## config.mk

```make
export PLATFORM = sky130hd
export DESIGN_NAME = rac_slice_flat
export DESIGN_NICKNAME = d
export VERILOG_FILES = /design/src/core/rac_access_if.sv /design/src/core/rac_slice.sv /design/src/flat_wrapper.sv
export VERILOG_INCLUDE_DIRS = /design/src /design/src/core
export SDC_FILE = /design/constraint.sdc
export NUM_CORES = 1
export LEC_CHECK = 0
export BUFFER_PORTS_ARGS = -buffer_cell sky130_fd_sc_hd__buf_2
export CORE_AREA = 8 8 71 73
export DETAILED_ROUTE_END_ITERATION = 10
export DIE_AREA = 0 0 79 81
export PLACE_DENSITY_LB_ADDON = 0.12
export SYNTH_ARGS = -nofsm -noshare
export SYNTH_HDL_FRONTEND = slang
export SYNTH_SLANG_ARGS = --single-unit
```

## constraint.sdc

```tcl
create_clock -name vclk -period 5.77
set_clock_uncertainty 0.05 [all_clocks]
set_input_delay 1.154 -clock vclk [all_inputs]
set_output_delay 1.154 -clock vclk [all_outputs]
set_load 0.05 [all_outputs]
```

## src/core/rac_map.svh

```systemverilog
/*
 region access checker constants: field positions, encodings, widths.
 assumes inclusion by bare name from the package and the modules.
*/
`ifndef RAC_MAP_SVH
`define RAC_MAP_SVH
`define RAC_ADDR_MSB 26
`define RAC_PID_W 8
`define RAC_SM_RWX 2'b00
`define RAC_SM_RX 2'b01
`define RAC_SM_RW 2'b10
`define RAC_SM_USER 2'b11
`define RAC_UM_R 2
`define RAC_UM_W 1
`define RAC_UM_X 0
`define RAC_VLD_BIT 31
`define RAC_WORD_SRT 2'b00
`define RAC_WORD_END 2'b01
`define RAC_WORD_ACC 2'b10
`define RAC_WORD_PID 2'b11
`define RAC_HTRANS_NONSEQ 2'b10
`define RAC_HTRANS_SEQ 2'b11
`define RAC_HRESP_OKAY 1'b0
`define RAC_HRESP_ERROR 1'b1
`endif

```

## src/core/rac_access_if.sv

```systemverilog
/*
 address-phase access attributes shared by the checker and its slices.
 assumes one driver (the top) and many readers (the slices).
*/
`timescale 1ns/10ps
`include "rac_map.svh"
interface rac_access_if #(parameter int NMASTER = 4);
   logic [`RAC_ADDR_MSB:0] addr;
   logic [$clog2(NMASTER)-1:0] master;
   logic write;
   logic data_access;
   logic supervisor;
   logic [`RAC_PID_W-1:0] pid;
   logic pid_present;
   modport src (output addr, master, write, data_access, supervisor, pid, pid_present);
   modport slice (input addr, master, write, data_access, supervisor, pid, pid_present);
endinterface

```

## src/core/rac_slice.sv

```systemverilog
/*
 one access evaluation slice: region hit and permission violation.
 assumes descriptor fields are held stable by the owner of the descriptor store.
*/
`timescale 1ns/10ps
`include "rac_map.svh"
module rac_slice #(
   parameter int NMASTER = 4,
   parameter logic [NMASTER-1:0] CPU_MASK = 4'h3
) (
   // access
   rac_access_if.slice acc,
   // descriptor
   input wire logic [`RAC_ADDR_MSB:0] srt_addr,
   input wire logic [`RAC_ADDR_MSB:0] end_addr,
   input wire logic valid,
   input wire logic [`RAC_PID_W-1:0] pid,
   input wire logic [`RAC_PID_W-1:0] pid_mask,
   input wire logic [NMASTER-1:0] master_procid_enable,
   input wire logic [NMASTER*2-1:0] master_supervisor_perms,
   input wire logic [NMASTER*3-1:0] master_user_perms,
   // result
   output logic not_allowed,
   output logic detail
);
   logic region_hit;
   logic pid_hit;
   logic hit_n;
   logic [1:0] sm;
   logic [2:0] um;
   logic [2:0] eff;
   logic error;

   // no end-above-start check: software keeps the range sane
   assign region_hit = (acc.addr >= srt_addr) && (acc.addr <= end_addr) && valid;
   // set mask bits drop the matching pid bits from the compare
   assign pid_hit = !acc.pid_present || !master_procid_enable[acc.master] ||
      (((acc.pid ^ pid) & ~pid_mask) == '0);
   assign hit_n = !(region_hit && pid_hit);

   assign sm = master_supervisor_perms[acc.master*2 +: 2];
   assign um = master_user_perms[acc.master*3 +: 3];
   always_comb begin
      eff = um;
      if (acc.supervisor) begin
         case (sm)
            `RAC_SM_RWX: eff = 3'h7;
            `RAC_SM_RX: eff = 3'h5;
            `RAC_SM_RW: eff = 3'h6;
            default: eff = um;
         endcase
      end
   end

   always_comb begin
      if (acc.write) begin
         error = !eff[`RAC_UM_W];
      end else if (CPU_MASK[acc.master] && !acc.data_access) begin
         error = !eff[`RAC_UM_X];
      end else begin
         error = !eff[`RAC_UM_R];
      end
   end

   assign not_allowed = hit_n || error;
   assign detail = !hit_n && error;
endmodule

```

## src/flat_wrapper.sv

```systemverilog
// flat-port wrapper written by rule: the top's interface ports become plain ports
module rac_slice_flat 
#(
   parameter int NMASTER = 4,
   parameter logic [NMASTER-1:0] CPU_MASK = 4'h3
)
  (srt_addr, end_addr, valid, pid, pid_mask, master_procid_enable, master_supervisor_perms, master_user_perms, not_allowed, detail, acc_addr, acc_master, acc_write, acc_data_access, acc_supervisor, acc_pid, acc_pid_present);
  rac_access_if #(.NMASTER(NMASTER)) acc_i ();
  input wire logic [`RAC_ADDR_MSB:0] srt_addr;
  input wire logic [`RAC_ADDR_MSB:0] end_addr;
  input wire logic valid;
  input wire logic [`RAC_PID_W-1:0] pid;
  input wire logic [`RAC_PID_W-1:0] pid_mask;
  input wire logic [NMASTER-1:0] master_procid_enable;
  input wire logic [NMASTER*2-1:0] master_supervisor_perms;
  input wire logic [NMASTER*3-1:0] master_user_perms;
  output logic not_allowed;
  output logic detail;
  input wire logic [$bits(acc_i.addr)-1:0] acc_addr;
  input wire logic [$bits(acc_i.master)-1:0] acc_master;
  input wire logic [$bits(acc_i.write)-1:0] acc_write;
  input wire logic [$bits(acc_i.data_access)-1:0] acc_data_access;
  input wire logic [$bits(acc_i.supervisor)-1:0] acc_supervisor;
  input wire logic [$bits(acc_i.pid)-1:0] acc_pid;
  input wire logic [$bits(acc_i.pid_present)-1:0] acc_pid_present;
  assign acc_i.addr = acc_addr;
  assign acc_i.master = acc_master;
  assign acc_i.write = acc_write;
  assign acc_i.data_access = acc_data_access;
  assign acc_i.supervisor = acc_supervisor;
  assign acc_i.pid = acc_pid;
  assign acc_i.pid_present = acc_pid_present;
  rac_slice #(.NMASTER(NMASTER), .CPU_MASK(CPU_MASK)) u_core (.acc(acc_i), .srt_addr(srt_addr), .end_addr(end_addr), .valid(valid), .pid(pid), .pid_mask(pid_mask), .master_procid_enable(master_procid_enable), .master_supervisor_perms(master_supervisor_perms), .master_user_perms(master_user_perms), .not_allowed(not_allowed), .detail(detail));
endmodule
```

==> results.md <==
Status:
- The run finished with clean final reports.

Yosys:
- The largest family of logic cells by synthesized area is adder cells.
- After synthesis, the share of cell area in mux cells is 8.075%.
- The post-synthesis compound-gate area fraction is 17.28%.
- The number of warning messages in the yosys log is 0.
- The average footprint of a synthesized cell is 7.368 um^2.
- The number of different library cells used by synthesis comes to 31.
- Sorting the synthesized cells by area gives the leading types as sky130_fd_sc_hd__ha_1 (41%), sky130_fd_sc_hd__inv_1 (12%), sky130_fd_sc_hd__a21oi_1 (7.2%), sky130_fd_sc_hd__mux4_2 (6.8%), sky130_fd_sc_hd__xnor2_1 (4.2%).
- The post-synthesis xor/xnor area fraction is 4.226%.
- The post-synthesis instance total is 225.
- Counting every net in the synthesized netlist gives 415.
- The synthesized netlist occupies a cell area of 1658 um^2.
- Of the total synthesized cell area, the portion taken by AND, OR, NAND and NOR gates is 17.13%.
- The synthesized netlist devotes 40.75% of its cell area to adder and majority cells.
- Sequential cells were found to cover 0% of the synthesized design area.
- The dominant cell type by area after synthesis is sky130_fd_sc_hd__ha_1.
- The share of synthesized area in the top cell type comes to 40.75%.

Floorplan:
- 138 I/O pins were placed.
- The number of cell rows is 23.
- Measured along the x axis, the die boundary spans 79 um.
- The die boundary height is 81 um.
- The floorplan step defined a die boundary enclosing 6399 um^2.
- The initial cell density of the core is 42.36%.
- The core region is 3914 um^2.

Timing:
- The final hold violation count was 0.
- The max-slew headroom at the worst pin is 73.91%.
- The final number of setup-violating endpoints is 0.
- The final critical-path share of the clock period is 85.00%.
- The final sum of negative setup slack is 0 ns.
- The slew of the pin with the lowest slew margin is 0.3878 ns.
- The worst setup slack after layout is 0.8652 ns.
- The number of pins exceeding their max-slew limit in the final report is 0.
- The minimum period implied by the final worst setup slack is 4.905 ns.
- The highest achievable clock rate is 203.9 MHz.
- Setup repair after global routing left no endpoint under its margin.

Drt:
- For this block, the routed nets add up to 5035 um of wire.
- Dividing the detail-routed wire length by the instance count gives 12.28 um.
- In the routed design, unresolved DRC markers number 0.
- The first TritonRoute pass finished after 4 iterations.
- For this block, the initial DRC count from the detailed router was 22.
- Dividing the detail-routed via count by the number of cells gives 4.807.
- The number of nets with antenna violations after detailed routing is 0.
- The routed layout has 1971 vias.

Critical path:
- The capturing element type of the critical path is an output pin.
- The setup path with the least slack is of type in2out.
- The signal on the critical path passes through buf_2, ha_1, nand4_2, nor4_2, nand4_1, or4_1, o31a_1, or4_1, buf_2.
- The worst setup path is launched from a primary input.
- For the worst setup path, the data arrival time is 3.70 ns.
- The largest incremental delay on the critical path is 0.54 ns.
- The data required time of the worst path is 4.57 ns.
- The cell with the largest stage delay on the worst path is sky130_fd_sc_hd__or4_1.
- The highest net fanout along the worst path is 3.

GRT:
- The via count of the first global-routing pass came to 1968.
- The initial antenna violation count was 0.
- The largest net degree at the start of global routing is 7.
- In the global route stage, overall resource usage came out at 14.21%.
- The global-route wire length before repair is 7776 um.
- For this run the aggregate overflow at the end of global routing stands at 0.

Final layout:
- The post-route standard cell area excluding fillers is 2396 um^2.
- The total number of nets in the final design is 552.
- The number of antenna diodes in the final layout is 0.
- The clock buffer instance count of the final layout is 0.
- The library cells used most frequently in the layout, excluding fill and tap cells, are sky130_fd_sc_hd__buf_2 (136), sky130_fd_sc_hd__inv_1 (54), sky130_fd_sc_hd__ha_1 (54), sky130_fd_sc_hd__a21oi_1 (24), sky130_fd_sc_hd__nand2_1 (18).
- Cells with a size suffix above 1 make up 40.28% of the layout.
- The design has 0 sequential cells.
- From synthesis to final layout, the design area changed by 44.53%.
- Summing all flip-flop and latch instances after layout gives 0 um^2.
- Measured on the finished design, the core utilization comes to 61.22%.
- Leaving out fill and tap cells, the most frequent cell in the layout is sky130_fd_sc_hd__buf_2.

Power:
- The total power divided by cell area is 63.72 nW/um^2.
- For this design the static power due to leakage is 0.001467 uW.
- Per report_power, the combinational group accounts for 100.0% of the total.
- The part of the total power dissipated in the clock network is 0%.
- In this run switching power makes up 45.68% of total power.
- The peak supply drop is 0.02997 mV.
- Of the total power, registers draw 0%.
- The reported net switching power is 69.75 uW.
- The internal power consumption is 82.94 uW.

Placed design:
- Buffers placed on the I/O ports in this run total 136.
- The standard cell area after detailed placement is 2396 um^2.
- The minimum setup slack after placement is 0.8421 ns.
- At the end of routability-driven placement, the weighted congestion stood at 0.7990.
- The half-perimeter wire length after placement is 4932 um.

Clock tree:
- The quantity of hold-fixing buffers added after cts is 0.
- Buffers added to address setup during post-CTS repair amount to 0.
- The count of instances resized after the clock tree is built is 0.

Min path:
- The worst hold path belongs to the class in2out.

Flow run:
- The total of max-cap violations is 0.
## cell type report
cell class / count / area, um^2
timing repair buffer: 136 / 680.7
tap: 50 / 62.56
inverter: 54 / 202.7
multi-input combinational: 170 / 1450
fill: 385 / 1518
## stage by stage
| stage | cells | total power [uW] | hold slack, ns |
|---|---|---|---|
| after floorplan | 225 | 87.91 | 2.533 |
| after global placement | 410 | 151.4 | 2.707 |
| after detailed placement | 410 | 154.6 | 2.718 |
| after CTS | 410 | 155.4 | 2.719 |
| after global routing | 410 | 177.2 | 2.741 |
| final | 410 | 152.7 | 2.708 |
## metal layers
| layer | track usage [%] | up-vias | wire [um] | part of all wire (%) |
|---|---|---|---|---|
| li1 | - | 1068 | - | - |
| met1 | 15.79 | 832 | 1962 | 39 |
| met2 | 26.79 | 71 | 2572 | 51 |
| met3 | 5.077 | 0 | 500 | 9.9 |
| met4 | 0 | 0 | 0 | 0 |
| met5 | 0 | - | 0 | 0 |
## worst max-delay path: cells and delay by family
family                   cells  cell delay, ns
buffers and inverters        2            0.34
adder cells (fa/ha/maj)      1            0.30
AND/OR/NAND/NOR              5            1.77
AO/OA/AOI/OAI                1            0.13
## power groups by stage
stage | combinational [uW] | sequential [uW] | clock, uW
floorplan | 87.9 | 0 | 0
global placement | 151 | 0 | 0
detailed placement | 155 | 0 | 0
CTS | 155 | 0 | 0
global route | 177 | 0 | 0
finish | 153 | 0 | 0
## cell usage after synthesis, types with 3 or more instances
master	n
sky130_fd_sc_hd__nand3_1	3
sky130_fd_sc_hd__nand4_1	8
sky130_fd_sc_hd__a21oi_1	24
sky130_fd_sc_hd__o21ai_0	10
sky130_fd_sc_hd__inv_1	54
sky130_fd_sc_hd__nand2_1	18
sky130_fd_sc_hd__xnor2_1	8
sky130_fd_sc_hd__nand2b_1	5
sky130_fd_sc_hd__ha_1	54
sky130_fd_sc_hd__o22ai_1	4
sky130_fd_sc_hd__nor2_1	6
sky130_fd_sc_hd__mux4_2	5
## worst paths after layout
check	start	end	slack (ns)	cells after the start
worst min-delay path	valid	detail	2.71	4
worst max-delay path	acc_addr[25]	not_allowed	0.87	9
## kinds of logic (layout without fill, tap and decap cells)
group,after synthesis,in the layout
adders and majority gates,54,54
xor gates and xnor gates,8,8
and+or+nand+nor,52,52
buffers and inverters,55,190
muxes,7,7
AOI/OAI and AO/OA,49,49
(Power assumes the default switching activity.)
